$ cat config.mk
export PLATFORM = sky130hd
export DESIGN_NAME = mccr_top
export DESIGN_NICKNAME = d
export VERILOG_FILES = /design/src/inc/mccr_pkg.sv /design/src/verilog/mccr_bip_count.sv /design/src/verilog/mccr_npi_gen.sv /design/src/verilog/mccr_top.sv
export SDC_FILE = /design/constraint.sdc
export NUM_CORES = 1
export LEC_CHECK = 0
export CAP_MARGIN = 20
export CORE_ASPECT_RATIO = 0.7
export CORE_MARGIN = 4
export CORE_UTILIZATION = 35
export CTS_CLUSTER_DIAMETER = 50
export DETAILED_ROUTE_END_ITERATION = 12
export DONT_BUFFER_PORTS = 1
export GPL_ROUTABILITY_DRIVEN = 1
export GPL_TIMING_DRIVEN = 0
export PLACE_DENSITY = 0.62
export SLEW_MARGIN = 20
export SYNTH_ARGS = -nofsm -noshare
export SYNTH_HDL_FRONTEND = slang
export SYNTH_SLANG_ARGS = --single-unit
$ cat constraint.sdc
create_clock -name clk -period 2.1 [get_ports clk]
set_clock_uncertainty 0.15 [all_clocks]
set_input_delay 0.105 -clock clk [delete_from_list [all_inputs] [get_ports clk]]
set_output_delay 0.105 -clock clk [all_outputs]
set_load 0.01 [all_outputs]
$ cat src/inc/mccr_pkg.sv
// constants shared by the mapper common control register group
package mccr_pkg;
  // register offsets on the processor port
  localparam logic [10:0] ADDR_TEST_LO  = 11'h005;
  localparam logic [10:0] ADDR_OFFS_LO  = 11'h006;
  localparam logic [10:0] ADDR_REPROG   = 11'h007;
  localparam logic [10:0] ADDR_TEST_HI  = 11'h008;
  localparam logic [10:0] ADDR_IRAM_DAT = 11'h00C;
  localparam logic [10:0] ADDR_FMT_CTRL = 11'h010;
  // bit positions in the reprogram control register
  localparam int REPROG_BIT   = 7;
  localparam int OFFS_HI_MSB  = 2;
  // bit positions in the format and bus control register
  localparam int FMT_HI_BIT   = 7;
  localparam int FMT_LO_BIT   = 6;
  localparam int A_TRI_BIT    = 5;
  localparam int B_TRI_BIT    = 4;
  localparam int BLOCK_BIT    = 3;
  localparam int NPI_MSB      = 2;
  // values after reset
  localparam logic [7:0] TEST_RST     = 8'h00;
  localparam logic [7:0] OFFS_LO_RST  = 8'h00;
  localparam logic [7:0] REPROG_RST   = 8'h00;
  localparam logic [7:0] FMT_CTRL_RST = 8'h30;
  localparam logic [7:0] RDATA_RST    = 8'h00;
  // format field codes
  localparam logic [1:0] FMT_STS1 = 2'h0;
  localparam logic [1:0] FMT_STS3 = 2'h1;
  localparam logic [1:0] FMT_AU3  = 2'h2;
  localparam logic [1:0] FMT_TUG3 = 2'h3;
  // null pointer indicator bytes, in column order
  localparam logic [7:0] NPI_BYTE0 = 8'h93;
  localparam logic [7:0] NPI_BYTE1 = 8'hE0;
  localparam logic [7:0] NPI_BYTE2 = 8'h00;
  localparam logic [1:0] NPI_LAST  = 2'h2;
  // loss of transmit clock detection window
  localparam int CLK_PERIOD_NS = 40;
  localparam int LOC_TIME_NS   = 1000;
  localparam int LOC_CYCLES    = LOC_TIME_NS / CLK_PERIOD_NS;
  localparam int LOC_CNT_W     = 6;
  // bip block error sizes
  localparam logic [1:0] BIP_PAIR = 2'h2;
endpackage

$ cat src/verilog/mccr_bip_count.sv
// saturating bip-2 performance counter with block counting option
`timescale 1ns/1ps
module mccr_bip_count #(
  parameter int CNT_W = 16            // counter width
) (
  input  wire logic             clk,
  input  wire logic             rst_n,
  input  wire logic             err_valid,  // one frame's result present
  input  wire logic [1:0]       err_count,  // bip-2 errors in it, 0..2
  input  wire logic             block_mode, // count a pair as one block
  output logic      [CNT_W-1:0] count       // accumulated count
);
  typedef struct packed {
    logic [CNT_W-1:0] cnt;            // running count
  } mccr_bip_st_t;

  mccr_bip_st_t st_r;                 // registered state
  mccr_bip_st_t st_nxt;               // next state
  logic [CNT_W:0] sum;                // one extra bit to see overflow

  initial begin
    if (CNT_W < 2) $error("counter too narrow");
  end

  // add the frame's contribution, holding at full scale
  always_comb begin
    st_nxt = st_r;
    sum    = {1'b0, st_r.cnt};
    if (err_valid) begin
      // pair counted once in block mode
      if (block_mode) sum = sum + {{CNT_W{1'b0}}, (err_count != 2'h0)};
      else sum = sum + {{(CNT_W - 1){1'b0}}, err_count};
    end
    // saturation keeps a wrapped count from looking small
    st_nxt.cnt = sum[CNT_W] ? {CNT_W{1'b1}} : sum[CNT_W-1:0];
  end

  always_ff @(posedge clk or negedge rst_n) begin
    if (!rst_n) st_r <= '0;
    else st_r <= st_nxt;
  end

  assign count = st_r.cnt;
endmodule

$ cat src/verilog/mccr_npi_gen.sv
// null pointer indicator byte generator for the three tug-3 groups
`timescale 1ns/1ps
module mccr_npi_gen (
  input  wire logic [1:0] fmt,        // format field
  input  wire logic [2:0] npi_sel,    // per tug-3 enables
  input  wire logic       slot_valid, // bus is at a column-1 pointer byte
  input  wire logic [1:0] tug,        // tug-3 index 0..2
  input  wire logic [1:0] byte_idx,   // byte within column 1, 0..2
  output logic            npi_pos,    // this is a pointer byte position
  output logic            npi_drive,  // indicator to be driven here
  output logic [7:0]      npi_value   // indicator byte
);
  // pure decode, the top registers the bus outputs
  always_comb begin
    // first three bytes of column 1
    npi_pos   = slot_valid && (tug <= mccr_pkg::NPI_LAST) && (byte_idx <= mccr_pkg::NPI_LAST);
    npi_drive = npi_pos && (fmt == mccr_pkg::FMT_TUG3) && npi_sel[mccr_pkg::NPI_MSB - tug];
    case (byte_idx)
      2'h0:    npi_value = mccr_pkg::NPI_BYTE0;
      2'h1:    npi_value = mccr_pkg::NPI_BYTE1;
      default: npi_value = mccr_pkg::NPI_BYTE2;
    endcase
  end
endmodule

$ cat src/verilog/mccr_top.sv
// common control and processor load registers of the tributary mapper
`timescale 1ns/1ps
// Behaviour
// - ram offset low eight bits from load register
// - ram offset upper three bits from reprogram
// - reprogram bit opens instruction ram access
// - two format bits select bus format
// - a-side tristate bit floats a add bus
// - b-side tristate bit floats b add bus
// - any reset sets both tristate bits
// - block mode counts error pair once
// - otherwise error pair counts as two
// - null pointer only in tug-3 format
// - indicator in first three column-1 bytes
// - indicator bytes are 93, E0, 00
// - disabled indicator positions stay high impedance
// - lost transmit clock floats the add bus
module mccr_top #(
  parameter int CNT_W = 16                 // bip counter width
) (
  input  wire logic             clk,
  input  wire logic             rst_n,
  input  wire logic             soft_rst,      // software reset pulse
  // processor port
  input  wire logic [10:0]      addr,
  input  wire logic             wr_en,
  input  wire logic             rd_en,
  input  wire logic [7:0]       wdata,
  output logic      [7:0]       rdata,
  // instruction ram of the internal maintenance processor
  output logic                  iram_sw_en,
  output logic      [10:0]      iram_addr,
  output logic                  iram_wr,
  output logic      [7:0]       iram_wdata,
  input  wire logic [7:0]       iram_rdata,
  // format and timing
  output logic      [1:0]       format_sel,
  input  wire logic             bus_timing_select,
  input  wire logic             tx_clk_add,
  input  wire logic             tx_clk_drop,
  output logic                  tx_loc,
  // pointer byte position from the bus timing logic
  input  wire logic             npi_slot_valid,
  input  wire logic [1:0]       npi_tug,
  input  wire logic [1:0]       npi_byte,
  // add bus data paths
  input  wire logic [7:0]       a_add_in,
  input  wire logic [7:0]       b_add_in,
  output logic      [7:0]       a_add_out,
  output logic                  a_add_oe,
  output logic      [7:0]       b_add_out,
  output logic                  b_add_oe,
  // bip-2 results per frame
  input  wire logic             bip_valid,
  input  wire logic [1:0]       bip_path_errs,
  input  wire logic [1:0]       bip_tc_errs,
  output logic      [CNT_W-1:0] bip_path_cnt,
  output logic      [CNT_W-1:0] bip_tc_cnt
);

  // all register state of the block
  typedef struct packed {
    logic [7:0]                 test_lo;   // test register low
    logic [7:0]                 offs_lo;   // instruction ram offset low
    logic [7:0]                 reprog;    // reprogram control
    logic [7:0]                 test_hi;   // test register high
    logic [7:0]                 fmt_ctrl;  // format and bus control
    logic [7:0]                 rdata;     // read data holding
    logic                       txc_prev;  // last transmit clock sample
    logic [mccr_pkg::LOC_CNT_W-1:0] loc_cnt; // cycles since an edge
    logic                       loc;       // transmit clock lost
    logic [7:0]                 a_out;     // a add bus data
    logic                       a_oe;      // a add bus drive
    logic [7:0]                 b_out;     // b add bus data
    logic                       b_oe;      // b add bus drive
  } mccr_st_t;

  mccr_st_t st_r;                          // registered state
  mccr_st_t st_nxt;                        // next state

  logic       npi_pos;                     // pointer byte position now
  logic       npi_drive;                   // indicator enabled here
  logic [7:0] npi_value;                   // indicator byte value
  logic       txc_sel;                     // selected transmit clock

  // the counter must hold the detection window
  initial begin
    if (mccr_pkg::LOC_CYCLES >= (1 << mccr_pkg::LOC_CNT_W)) $error("loc counter too narrow");
    if (CNT_W < 2) $error("bip counter too narrow");
  end

  // drive decision for one add bus byte position
  function automatic logic bus_oe(input logic tri_bit, input logic loc,
                                  input logic pos, input logic drive);
    // a set tristate bit or lost clock floats everything
    if (tri_bit || loc) bus_oe = 1'b0;
    else if (pos) bus_oe = drive;
    // ordinary payload is driven
    else bus_oe = 1'b1;
  endfunction

  // data to present on one add bus byte position
  function automatic logic [7:0] bus_data(input logic pos, input logic [7:0] npi,
                                          input logic [7:0] payload);
    bus_data = pos ? npi : payload;
  endfunction

  // pointer byte decode
  mccr_npi_gen u_npi (
    .fmt        (st_r.fmt_ctrl[mccr_pkg::FMT_HI_BIT:mccr_pkg::FMT_LO_BIT]),
    .npi_sel    (st_r.fmt_ctrl[mccr_pkg::NPI_MSB:0]),
    .slot_valid (npi_slot_valid),
    .tug        (npi_tug),
    .byte_idx   (npi_byte),
    .npi_pos    (npi_pos),
    .npi_drive  (npi_drive),
    .npi_value  (npi_value)
  );

  // path overhead bip-2 counter
  mccr_bip_count #(.CNT_W(CNT_W)) u_bip_path (
    .clk        (clk),
    .rst_n      (rst_n),
    .err_valid  (bip_valid),
    .err_count  (bip_path_errs),
    .block_mode (st_r.fmt_ctrl[mccr_pkg::BLOCK_BIT]),
    .count      (bip_path_cnt)
  );

  // tandem overhead bip-2 counter
  mccr_bip_count #(.CNT_W(CNT_W)) u_bip_tc (
    .clk        (clk),
    .rst_n      (rst_n),
    .err_valid  (bip_valid),
    .err_count  (bip_tc_errs),
    .block_mode (st_r.fmt_ctrl[mccr_pkg::BLOCK_BIT]),
    .count      (bip_tc_cnt)
  );

  // transmit clock chosen by the bus timing select
  assign txc_sel = bus_timing_select ? tx_clk_drop : tx_clk_add;

  // next state of every register
  always_comb begin
    st_nxt = st_r;
    // register writes, decoded by plain address compare
    if (wr_en) begin
      if (addr == mccr_pkg::ADDR_TEST_LO) begin
        // test bits are kept but steer nothing
        st_nxt.test_lo = wdata;
      end else if (addr == mccr_pkg::ADDR_OFFS_LO) begin
        st_nxt.offs_lo = wdata;
      end else if (addr == mccr_pkg::ADDR_REPROG) begin
        st_nxt.reprog = wdata;
      end else if (addr == mccr_pkg::ADDR_TEST_HI) begin
        st_nxt.test_hi = wdata;
      end else if (addr == mccr_pkg::ADDR_FMT_CTRL) begin
        st_nxt.fmt_ctrl = wdata;
      end
    end
    // software reset wins over a same-cycle write
    if (soft_rst) begin
      st_nxt.fmt_ctrl[mccr_pkg::A_TRI_BIT] = 1'b1;
      st_nxt.fmt_ctrl[mccr_pkg::B_TRI_BIT] = 1'b1;
    end
    // read data, captured one edge after the strobe
    if (rd_en) begin
      if (addr == mccr_pkg::ADDR_TEST_LO) begin
        st_nxt.rdata = st_r.test_lo;
      end else if (addr == mccr_pkg::ADDR_OFFS_LO) begin
        st_nxt.rdata = st_r.offs_lo;
      end else if (addr == mccr_pkg::ADDR_REPROG) begin
        st_nxt.rdata = st_r.reprog;
      end else if (addr == mccr_pkg::ADDR_TEST_HI) begin
        st_nxt.rdata = st_r.test_hi;
      end else if (addr == mccr_pkg::ADDR_FMT_CTRL) begin
        st_nxt.rdata = st_r.fmt_ctrl;
      end else if (addr == mccr_pkg::ADDR_IRAM_DAT && iram_sw_en) begin
        // ram contents only visible while reprogramming
        st_nxt.rdata = iram_rdata;
      end else begin
        // unmapped or gated reads return zero
        st_nxt.rdata = mccr_pkg::RDATA_RST;
      end
    end
    // edge watch on the chosen transmit clock
    st_nxt.txc_prev = txc_sel;
    if (txc_sel != st_r.txc_prev) begin
      // any edge restarts the window and clears the alarm
      st_nxt.loc_cnt = '0;
      st_nxt.loc     = 1'b0;
    end else if (st_r.loc_cnt >= mccr_pkg::LOC_CNT_W'(mccr_pkg::LOC_CYCLES)) begin
      // window expired, clock considered gone
      st_nxt.loc = 1'b1;
    end else begin
      st_nxt.loc_cnt = st_r.loc_cnt + 1'b1;
    end
    // a bus drive from its tristate bit
    st_nxt.a_oe  = bus_oe(st_r.fmt_ctrl[mccr_pkg::A_TRI_BIT], st_r.loc, npi_pos, npi_drive);
    // b bus drive from its tristate bit
    st_nxt.b_oe  = bus_oe(st_r.fmt_ctrl[mccr_pkg::B_TRI_BIT], st_r.loc, npi_pos, npi_drive);
    st_nxt.a_out = bus_data(npi_pos, npi_value, a_add_in);
    st_nxt.b_out = bus_data(npi_pos, npi_value, b_add_in);
  end

  // one register stage for all state
  always_ff @(posedge clk or negedge rst_n) begin
    if (!rst_n) begin
      st_r          <= '0;
      // hardware reset floats both add buses
      st_r.fmt_ctrl <= mccr_pkg::FMT_CTRL_RST;
      st_r.test_lo  <= mccr_pkg::TEST_RST;
      st_r.test_hi  <= mccr_pkg::TEST_RST;
      st_r.offs_lo  <= mccr_pkg::OFFS_LO_RST;
      st_r.reprog   <= mccr_pkg::REPROG_RST;
      st_r.rdata    <= mccr_pkg::RDATA_RST;
    end else begin
      st_r <= st_nxt;
    end
  end

  // low eight offset bits from load register
  assign iram_addr[7:0]  = st_r.offs_lo;
  // upper three offset bits from reprogram
  assign iram_addr[10:8] = st_r.reprog[mccr_pkg::OFFS_HI_MSB:0];
  // ram window open while reprogram set
  assign iram_sw_en      = st_r.reprog[mccr_pkg::REPROG_BIT];
  // a data write is passed through only inside the window
  assign iram_wr         = wr_en && (addr == mccr_pkg::ADDR_IRAM_DAT) && iram_sw_en;
  assign iram_wdata      = wdata;

  // format field straight to the bus logic
  assign format_sel = st_r.fmt_ctrl[mccr_pkg::FMT_HI_BIT:mccr_pkg::FMT_LO_BIT];
  assign tx_loc     = st_r.loc;
  assign rdata      = st_r.rdata;
  assign a_add_out  = st_r.a_out;
  assign a_add_oe   = st_r.a_oe;
  assign b_add_out  = st_r.b_out;
  assign b_add_oe   = st_r.b_oe;
endmodule
==> results.json, run 1 <==
{
  "synthTopCellsByArea": "dfrtp_1 48%, mux2_2 6.6%, buf_4 6.2%",
  "vias_per_cell": 5.348,
  "start_util": 0.3637,
  "synth_edf_count": 0,
  "endpoint_kind": "flop",
  "maxCapViolations": 0,
  "synthFlopType": "dfrtp_1",
  "clkLatencyLatePin_ps": 340,
  "grt_antenna_before_repair": 0,
  "clockBufferDepth": 2,
  "hold_ws_ps": -696.1,
  "drt_wl_total_um": 14560,
  "diodes": 0,
  "synthCells": 501,
  "grt_pass1_vias": 4298,
  "nFillCells": 1383,
  "synth_common_cells": "104 x dfrtp_1, 46 x nand2_1, 45 x buf_4, 35 x nor2_1, 32 x mux2_2",
  "seqPwrFrac": 0.504,
  "sw_frac_of_total": 0.2921,
  "gp_congestion": 0.9191,
  "path_clk_slew_ps": 70,
  "ys_seq_area_frac": 0.4883,
  "top_layer": "met4",
  "drt-met1-wl_um": 6439,
  "p_switching_mw": 1.487,
  "fmax_ghz": 0.4951,
  "totalPowerFinal_mw": 5.091,
  "ys_ff_latch": 106,
  "io_buffer_count": 0,
  "ir_drop_uv": 588.0,
  "drc": 0,
  "routedWlPerCell_um": 18.71,
  "hold_viol": 106,
  "yosysUniqueCellTypes": 60,
  "maxSlewHeadroom": 0.5245,
  "worstReg2RegEnd": "u_bip_path.count[8]$_DFFE_PN0P_",
  "critPathKind": "input pin to flop",
  "wl_met2_um": 6718,
  "crit_start": "npi_slot_valid",
  "final_nets": 649,
  "setup_viol": 0,
  "cts_root_buf": "clkbuf_16",
  "rsz0062_at_grt": "yes",
  "drive_above_1_share": 0.2710,
  "fin_crit_ps": 2020,
  "critPathLaunchType": "input pin",
  "dp.final_hpwl_um": 10270,
  "grt_util_all_layers": 0.1639,
  "row_count": 37,
  "reg2regPathDepth": 8,
  "worstHoldPathType": "input pin to asynchronous set/reset pin",
  "final_antenna_net_count": 0,
  "power_density_mw_per_mm2": 749.2,
  "multi_input_area_mm2": 0.002502,
  "cts_hold_buffers": 53,
  "violations": "hold timing",
  "yosysTopAreaCell": "dfrtp_1",
  "core-area_mm2": 0.01495,
  "r2r_start": "st_r[37]$_DFFE_PN0P_",
  "p_comb_frac": 0.172,
  "cp_max_fo": 6,
  "drtPass1Iterations": 5,
  "grt_pass1_wl_um": 23030,
  "grt_max_degree": 107,
  "post-route-period-util": 0.9617,
  "drv_slew": 0,
  "p_leak_nw": 3.201,
  "crit_required_ps": 2220,
  "die-height_um": 112.3,
  "die_width_um": 157.0,
  "syn_area_mm2": 0.005438,
  "cts_made_buffers": 9,
  "internal_power_mw": 3.604,
  "yosysWarnings": 0,
  "cts_tree": "yes",
  "wl_met3_um": 1313,
  "synth.avg_cell_area_um2": 10.85,
  "async_flop_share": 1.000,
  "status": "complete, but fails checks",
  "rrSetupSlack_ps": 80,
  "cts_sinks": 106,
  "io_pins": 143,
  "syn_nets": 572,
  "pwr-share-clk": 0.324,
  "overflow": 0,
  "vias": 4161,
  "crit_end": "b_add_out[4]$_DFF_PN0_",
  "synth_top_cell_area_share": 0.4786,
  "synthMostInstantiatedCell": "dfrtp_1",
  "syn_to_final_growth_pct": 24.97,
  "drt_iter0_drc": 223,
  "die-area_mm2": 0.01763,
  "tightest_slew_ps": 707.4,
  "htree_levels": 3,
  "seq_area_mm2": 0.002656,
  "crit_arrival_ps": 2140
}
timing repair:
item                       4_1_cts  5_1_grt
gates resized for setup         18       22
buffers inserted                 4        8
setup endpoints to repair       38       35
pin swaps                        2        8
gates cloned                     1        0
hold endpoints to repair       172      106
power by group through the flow:
stage          Clock (mW)  Sequential [mW]  Combinational [mW]
3_3_place_gp            0             2.58               0.600
3_5_place_dp            0             2.60               0.637
5_1_grt              1.79             2.61               0.988
6_report             1.65             2.57               0.877
4_1_cts              1.71             2.56               0.814
2_1_floorplan           0             2.51               0.521
layer usage:
| metal | vias to the layer above | track usage |
|---|---|---|
| li1 | 1910 | - |
| met1 | 2083 | 0.2272 |
| met2 | 161 | 0.2531 |
| met3 | 7 | 0.05665 |
| met4 | 0 | 0.02717 |
| met5 | - | 0 |
placed cells by master, fill, tap and decap left out, types with 14 or more instances in the layout:
| cell type | Yosys | layout |
|---|---|---|
| dlygate4sd3_1 | 0 | 53 |
| nor2_1 | 35 | 32 |
| buf_4 | 45 | 54 |
| a21oi_1 | 16 | 14 |
| dfrtp_1 | 104 | 103 |
| nand2_1 | 46 | 45 |
| mux2_2 | 32 | 32 |
state kept, by name, indices dropped and copies added (netlist names):
name / cells
st_r: 33
u_bip_path.count: 16
u_bip_tc.count: 16
iram_addr: 11
a_add_out: 8
b_add_out: 8
rdata: 8
format_sel: 2
a_add_oe: 1
b_add_oe: 1
iram_sw_en: 1
tx_loc: 1
cell type report:
| type | count | share of cell area |
|---|---|---|
| clock inverter | 3 | 0.003314 |
| clock buffer | 13 | 0.03977 |
| sequential | 106 | 0.3909 |
| inverter | 6 | 0.003314 |
| buffer | 59 | 0.06260 |
| multi-input combinational | 330 | 0.3683 |
| tap | 195 | 0.03590 |
| timing repair buffer | 66 | 0.09593 |
how the worst min path moves through the flow:
stage	slack [ps]	endpoint	cells after the start
finish	-700	iram_addr[3]$_DFFE_PN0P_	0
global route	-730	iram_addr[3]$_DFFE_PN0P_	0
global placement	-340	iram_addr[3]$_DFFE_PN0P_	0
CTS	-720	iram_addr[3]$_DFFE_PN0P_	0
detailed placement	-340	iram_addr[3]$_DFFE_PN0P_	0
floorplan	-340	a_add_oe$_DFF_PN0_	0
metrics by stage:
stage	utilization	setup TNS, ps	instances	instance area [µm²]	worst slack [ps]
6_report	0.4544	0	778	6795	80.40
5_1_grt	0.4544	-24.05	778	6795	-13.38
4_1_cts	0.4435	0	770	6631	3.342
3_5_place_dp	0.3808	-14290	696	5694	-394.7
3_3_place_gp	0.3808	-12310	696	5694	-373.6
2_1_floorplan	-	0	501	5450	4.577
logic make-up (layout without fill, tap and decap cells):
family / after synthesis / in the layout / share of synthesized area
fa+ha+maj: 10 / 10 / 0.02577
flops: 106 / 106 / 0.4883
mux: 50 / 50 / 0.1068
buf+inv: 65 / 147 / 0.07823
compound gates: 81 / 81 / 0.1045
xor+xnor: 21 / 21 / 0.03382
simple gates: 168 / 168 / 0.1627
worst max-delay path: stages:
cell,delay (ps)
dlygate4sd3_1,530
nand2b_1,100
or2_2,310
nor2_1,400
a21o_1,140
dlygate4sd3_1,550
(Power assumes the default switching activity.)
==> run 2, diff against run 1 <==
ABC_CLOCK_PERIOD_IN_PS = 2300   (was not set)
PLACE_DENSITY = 0.6   (was 0.62)
clock period = 2.3 ns   (was 2.1 ns; I/O delays follow)
==> run 2 against run 1 <==
Net effect:
- the run still ends with hold timing left
- register-to-register slack improved by 30 ps
- clock power is 7% lower
- routed wire length up 1.8%
- non-clock buffer count is 11 lower
- critical path depth up 3
- utilization shrank 1.4 points
- via count down 1.6%
- count of clock-buffer cells in the layout fell by 3
- combinational power is 17% lower
- sequential power is 9.3% lower
- global-route usage rose by 0.33 points
- setup slack better by 34 ps
- critical endpoint is now u_bip_tc.count[0]$_DFFE_PN0P_
- largest power group unchanged
- highest routed layer unchanged
==> results.json, run 2 (same netlist as run 1, synthesis figures left out) <==
{
  "ir_drop_uv": 334.7,
  "endpoint_kind": "flop",
  "internal_power_mw": 3.206,
  "io_pins": 143,
  "drtPass1Iterations": 5,
  "power_density_mw_per_mm2": 695.8,
  "fmax_ghz": 0.4576,
  "totalPowerFinal_mw": 4.582,
  "critPathKind": "flop to flop",
  "reg2regPathDepth": 9,
  "routedWlPerCell_um": 19.32,
  "maxSlewHeadroom": 0.5557,
  "rsz0062_at_grt": "no",
  "layout_common_cells": "103 x dfrtp_1, 54 x dlygate4sd3_1, 47 x buf_4, 45 x nand2_1, 33 x nor2_1",
  "clkLatencyLatePin_ps": 350,
  "drc": 0,
  "htree_levels": 3,
  "cpPeakStageDelay_ps": 450,
  "drt_wl_total_um": 14820,
  "clockBufferDepth": 2,
  "worstHoldPathType": "input pin to asynchronous set/reset pin",
  "drive_above_1_share": 0.2378,
  "io_buffer_count": 0,
  "status": "complete, but fails checks",
  "crit_chain": "a21o_1 -> ha_1 -> fa_1 -> and3_4 -> nand2b_4 -> nor2_2 -> nand2_2 -> buf_8 -> nand2_1",
  "overflow": 0,
  "syn_to_final_growth_pct": 21.10,
  "layoutNonFillerInstCount": 767,
  "grt_pass1_vias": 4103,
  "cp_max_fo": 10,
  "layout_setup_ws_ps": 114.9,
  "post-route-period-util": 0.9501,
  "setup_viol": 0,
  "largest_register_ffs": 33,
  "worstReg2RegEnd": "u_bip_tc.count[0]$_DFFE_PN0P_",
  "fin_crit_ps": 2185,
  "grt_max_degree": 107,
  "cts_tree": "yes",
  "pwr-share-clk": 0.333,
  "cts_root_buf": "clkbuf_16",
  "nFillCells": 1396,
  "violations": "hold timing",
  "maxCapViolations": 0,
  "drt_iter0_drc": 237,
  "path_clk_slew_ps": 80,
  "p_comb_frac": 0.159,
  "critPathLaunchType": "flop",
  "final_nets": 638,
  "cts_hold_buffers": 54,
  "tightest_slew_ps": 663.6,
  "vias": 4094,
  "hold_ws_ps": -702.4,
  "vias_per_cell": 5.338,
  "p_switching_mw": 1.375,
  "dp_slack_ps": -434.2,
  "gp_congestion": 0.8777,
  "crit_required_ps": 2390,
  "die-height_um": 112.3,
  "die-area_mm2": 0.01763,
  "place_inst": 696,
  "die_width_um": 157.0,
  "hold_viol": 106,
  "row_count": 37,
  "cts_sinks": 106,
  "cts_made_buffers": 9,
  "crit_arrival_ps": 2270,
  "grt_pass1_wl_um": 23060,
  "drv_slew": 0,
  "p_leak_nw": 3.091,
  "fin_tns_setup_ps": 0,
  "grt_antenna_before_repair": 0,
  "start_util": 0.3637,
  "crit_path_top_delay_cell": "dfrtp_2",
  "sw_frac_of_total": 0.3001,
  "final_common_cell": "dfrtp_1",
  "dp.final_hpwl_um": 10240,
  "r2r_start": "st_r[37]$_DFFE_PN0P_",
  "grt_util_all_layers": 0.1672,
  "seqPwrFrac": 0.508,
  "core-area_mm2": 0.01495,
  "diodes": 0,
  "final_antenna_net_count": 0,
  "rrSetupSlack_ps": 110,
  "largest_register": "st_r"
}
==> run 2: cell count changes in the layout (fill, tap and decap cells not counted), moves of 2 or more <==
cell / change
inv_6: +2
buf_4: -7
ha_2: -2
clkbuf_8: -2
buf_6: -3
a21oi_1: +2
nor3_4: -2
ha_1: +2
fa_2: -2
fa_1: +2
==> run 2: worst max-delay path by stage <==
stage	startpoint	endpoint	depth (start not counted)
3_5_place_dp	st_r[37]$_DFFE_PN0P_	u_bip_tc.count[8]$_DFFE_PN0P_	9
5_1_grt	st_r[37]$_DFFE_PN0P_	u_bip_tc.count[4]$_DFFE_PN0P_	9
3_3_place_gp	st_r[37]$_DFFE_PN0P_	u_bip_tc.count[0]$_DFFE_PN0P_	9
4_1_cts	st_r[37]$_DFFE_PN0P_	u_bip_tc.count[0]$_DFFE_PN0P_	9
6_report	st_r[37]$_DFFE_PN0P_	u_bip_tc.count[0]$_DFFE_PN0P_	9
2_1_floorplan	st_r[37]$_DFFE_PN0P_	u_bip_tc.count[0]$_DFFE_PN0P_	9
==> run 2: through the flow <==
stage	util	area [µm²]
after floorplan	-	5438
after global placement	0.3800	5682
after detailed placement	0.3800	5682
after CTS	0.4373	6539
after global routing	0.4404	6585
final	0.4404	6585
==> run 2: timing repair <==
item,in CTS,in global routing
cloned,0,0
setup endpoints to repair,25,32
pin swaps,0,1
setup buffers,1,0
gates resized for setup,7,14
endpoints found under the hold margin,171,106
==> run 2: final cells by class <==
type,instances,area [µm²],share of cell area
clock buffers,10,239.0,0.03629
multi-input cells,330,2410,0.3660
clock inverters,6,47.55,0.007220
plain buffers,59,417.9,0.06346
repair buffers,55,548.0,0.08322
well taps,195,244.0,0.03705
inverters,6,22.52,0.003420
flip-flops and latches,106,2656,0.4034
==> run 2: worst max-delay path: cells and delay by family, from the launching register on <==
kind	cells	cell delay, ps
adders and majority gates	2	610
and+or+nand+nor	5	520
DFF	1	450
buffers and inverters	1	140
AOI/OAI and AO/OA	1	200
==> run 2: per-layer routing <==
metal | routed length, µm | share of wire | GRT usage
met1 | 7064 | 0.48 | 0.2414
met2 | 6380 | 0.43 | 0.2380
met3 | 1194 | 0.081 | 0.06012
met4 | 178 | 0.012 | 0.04220
met5 | 0 | 0 | 0
==> run 2: power by group through the flow <==
stage	logic (mW)	registers [mW]	clock network (mW)
3_3_place_gp	0.547	2.35	0
5_1_grt	0.820	2.36	1.66
3_5_place_dp	0.575	2.36	0
4_1_cts	0.710	2.33	1.58
2_1_floorplan	0.476	2.29	0
6_report	0.729	2.33	1.53
==> run 3, diff against run 2 <==
CORE_UTILIZATION = 54   (was 35)
PLACE_DENSITY = 0.8   (was 0.6)
==> run 3 against run 2 <==
Net effect:
- clock power hardly changed
- non-clock buffer count up 2
- global-route usage increased by 6.6 points
- highest routed layer unchanged
- utilization up 23 points
- die area decreased by 33%
- combinational power is 3.4% lower
- count of clock-buffer cells in the layout unchanged
- sequential share of layout area up 0.39 points
- the run still ends with hold timing left
- hold slack better by 25 ps
==> results.json, run 3 (same netlist as run 1, synthesis figures left out) <==
{
  "rsz0062_at_grt": "no",
  "maxCapViolations": 0,
  "grt_util_all_layers": 0.2330,
  "largest_register_ffs": 33,
  "violations": "hold timing",
  "vias": 4141,
  "htree_levels": 3,
  "seqPwrFrac": 0.513,
  "drive_above_1_share": 0.2352,
  "vias_per_cell": 5.899,
  "cts_root_buf": "clkbuf_16",
  "die-height_um": 91.96,
  "maxSlewHeadroom": 0.5139,
  "drtPass1Iterations": 5,
  "gp_congestion": 0.9785,
  "worstReg2RegEnd": "u_bip_tc.count[9]$_DFFE_PN0P_",
  "totalPowerFinal_mw": 4.556,
  "final_antenna_net_count": 0,
  "p_switching_mw": 1.303,
  "core-area_mm2": 0.009759,
  "worstHoldPathType": "input pin to asynchronous set/reset pin",
  "nFillCells": 731,
  "start_util": 0.5572,
  "r2r_start": "st_r[37]$_DFFE_PN0P_",
  "p_comb_frac": 0.154,
  "crit_arrival_ps": 2260,
  "syn_to_final_growth_pct": 19.95,
  "row_count": 30,
  "grt_antenna_before_repair": 0,
  "cts_tree": "yes",
  "tightest_slew_ps": 723.1,
  "cp_max_fo": 10,
  "status": "complete, but fails checks",
  "fmax_ghz": 0.4568,
  "overflow": 0,
  "pwr-share-clk": 0.332,
  "multi_input_area_mm2": 0.002406,
  "sw_frac_of_total": 0.2861,
  "p_leak_nw": 3.092,
  "clkLatencyLatePin_ps": 330,
  "io_pins": 143,
  "internal_power_mw": 3.253,
  "layout_common_cells": "103 x dfrtp_1, 54 x dlygate4sd3_1, 49 x buf_4, 46 x nand2_1, 34 x nor2_1",
  "critPathLaunchType": "flop",
  "drc": 0,
  "final_common_cell": "dfrtp_1",
  "hold_viol": 106,
  "path_clk_slew_ps": 70,
  "setup_viol": 0,
  "die_width_um": 127.9,
  "dp.final_hpwl_um": 9734,
  "drv_slew": 0,
  "final_nets": 640,
  "grt_pass1_vias": 4237,
  "hold_ws_ps": -677.8,
  "endpoint_kind": "flop",
  "drt_iter0_drc": 387,
  "clockBufferDepth": 2,
  "largest_register": "st_r",
  "grt_max_degree": 107,
  "rrSetupSlack_ps": 110,
  "dp_slack_ps": -381.6,
  "ir_drop_uv": 597.4,
  "fin_crit_ps": 2189,
  "seq_area_mm2": 0.002656,
  "power_density_mw_per_mm2": 698.5,
  "cts_sinks": 106,
  "crit_required_ps": 2370,
  "cts_made_buffers": 9,
  "layout_setup_ws_ps": 111.0,
  "io_buffer_count": 0,
  "post-route-period-util": 0.9518,
  "die-area_mm2": 0.01176,
  "diodes": 0,
  "grt_pass1_wl_um": 22050,
  "routedWlPerCell_um": 19.54,
  "critPathKind": "flop to flop",
  "reg2regPathDepth": 9,
  "drt_wl_total_um": 13720
}
run 3: worst max path at each step:
stage                          from                         endpoint  slack (ps)
2_1_floorplan  st_r[37]$_DFFE_PN0P_    u_bip_tc.count[0]$_DFFE_PN0P_          50
3_3_place_gp   st_r[37]$_DFFE_PN0P_   u_bip_tc.count[10]$_DFFE_PN0P_        -270
3_5_place_dp   st_r[37]$_DFFE_PN0P_    u_bip_tc.count[9]$_DFFE_PN0P_        -380
4_1_cts        st_r[37]$_DFFE_PN0P_    u_bip_tc.count[9]$_DFFE_PN0P_         0.2
5_1_grt        st_r[37]$_DFFE_PN0P_  u_bip_path.count[0]$_DFFE_PN0P_          30
6_report       st_r[37]$_DFFE_PN0P_    u_bip_tc.count[9]$_DFFE_PN0P_         110
run 3: final cells by class:
class                   instances  area share
multi-input cells             330      0.3689
clock inverters                 6     0.01036
well taps                     128     0.02455
inverters                       6    0.003453
repair buffers                 57     0.08632
plain buffers                  59     0.06407
clock buffers                  10     0.03510
flip-flops and latches        106      0.4073
run 3: metal layers:
metal	routed length, µm	global-route usage
met1	5842	0.3264
met2	6299	0.3654
met3	1482	0.07567
met4	93	0.03180
met5	0	0
run 3: through the flow:
stage	cell area [µm²]	utilization	cells	TNS (ps)
floorplan	5438	-	501	0
global placement	5598	0.5736	629	-3603
detailed placement	5598	0.5736	629	-5031
CTS	6447	0.6606	698	0
global route	6523	0.6683	702	0
finish	6523	0.6683	702	0
run 3: timing repair:
action / in CTS / in global routing
gates resized for setup: 7 / 11
endpoints found under the setup margin: 22 / 31
endpoints found under the hold margin: 170 / 107
cloned: 0 / 0
pin swaps: 0 / 1
setup buffers: 0 / 3
hold buffers: 53 / 1
run 3: power by group through the flow:
stage	clock network, mW	logic (mW)	registers, mW
6_report	1.51	0.704	2.34
5_1_grt	1.63	0.791	2.37
4_1_cts	1.54	0.678	2.34
3_5_place_dp	0	0.572	2.37
3_3_place_gp	0	0.539	2.35
2_1_floorplan	0	0.476	2.29
run 3: critical path: stages, from the launching register on:
cell and delay (ps):
dfrtp_2 440, a21o_1 190, ha_1 210, fa_2 350, and3_4 180, nand2b_4 100, nor2_1 90, nand2_1 160
buf_8 150, nand2_1 60
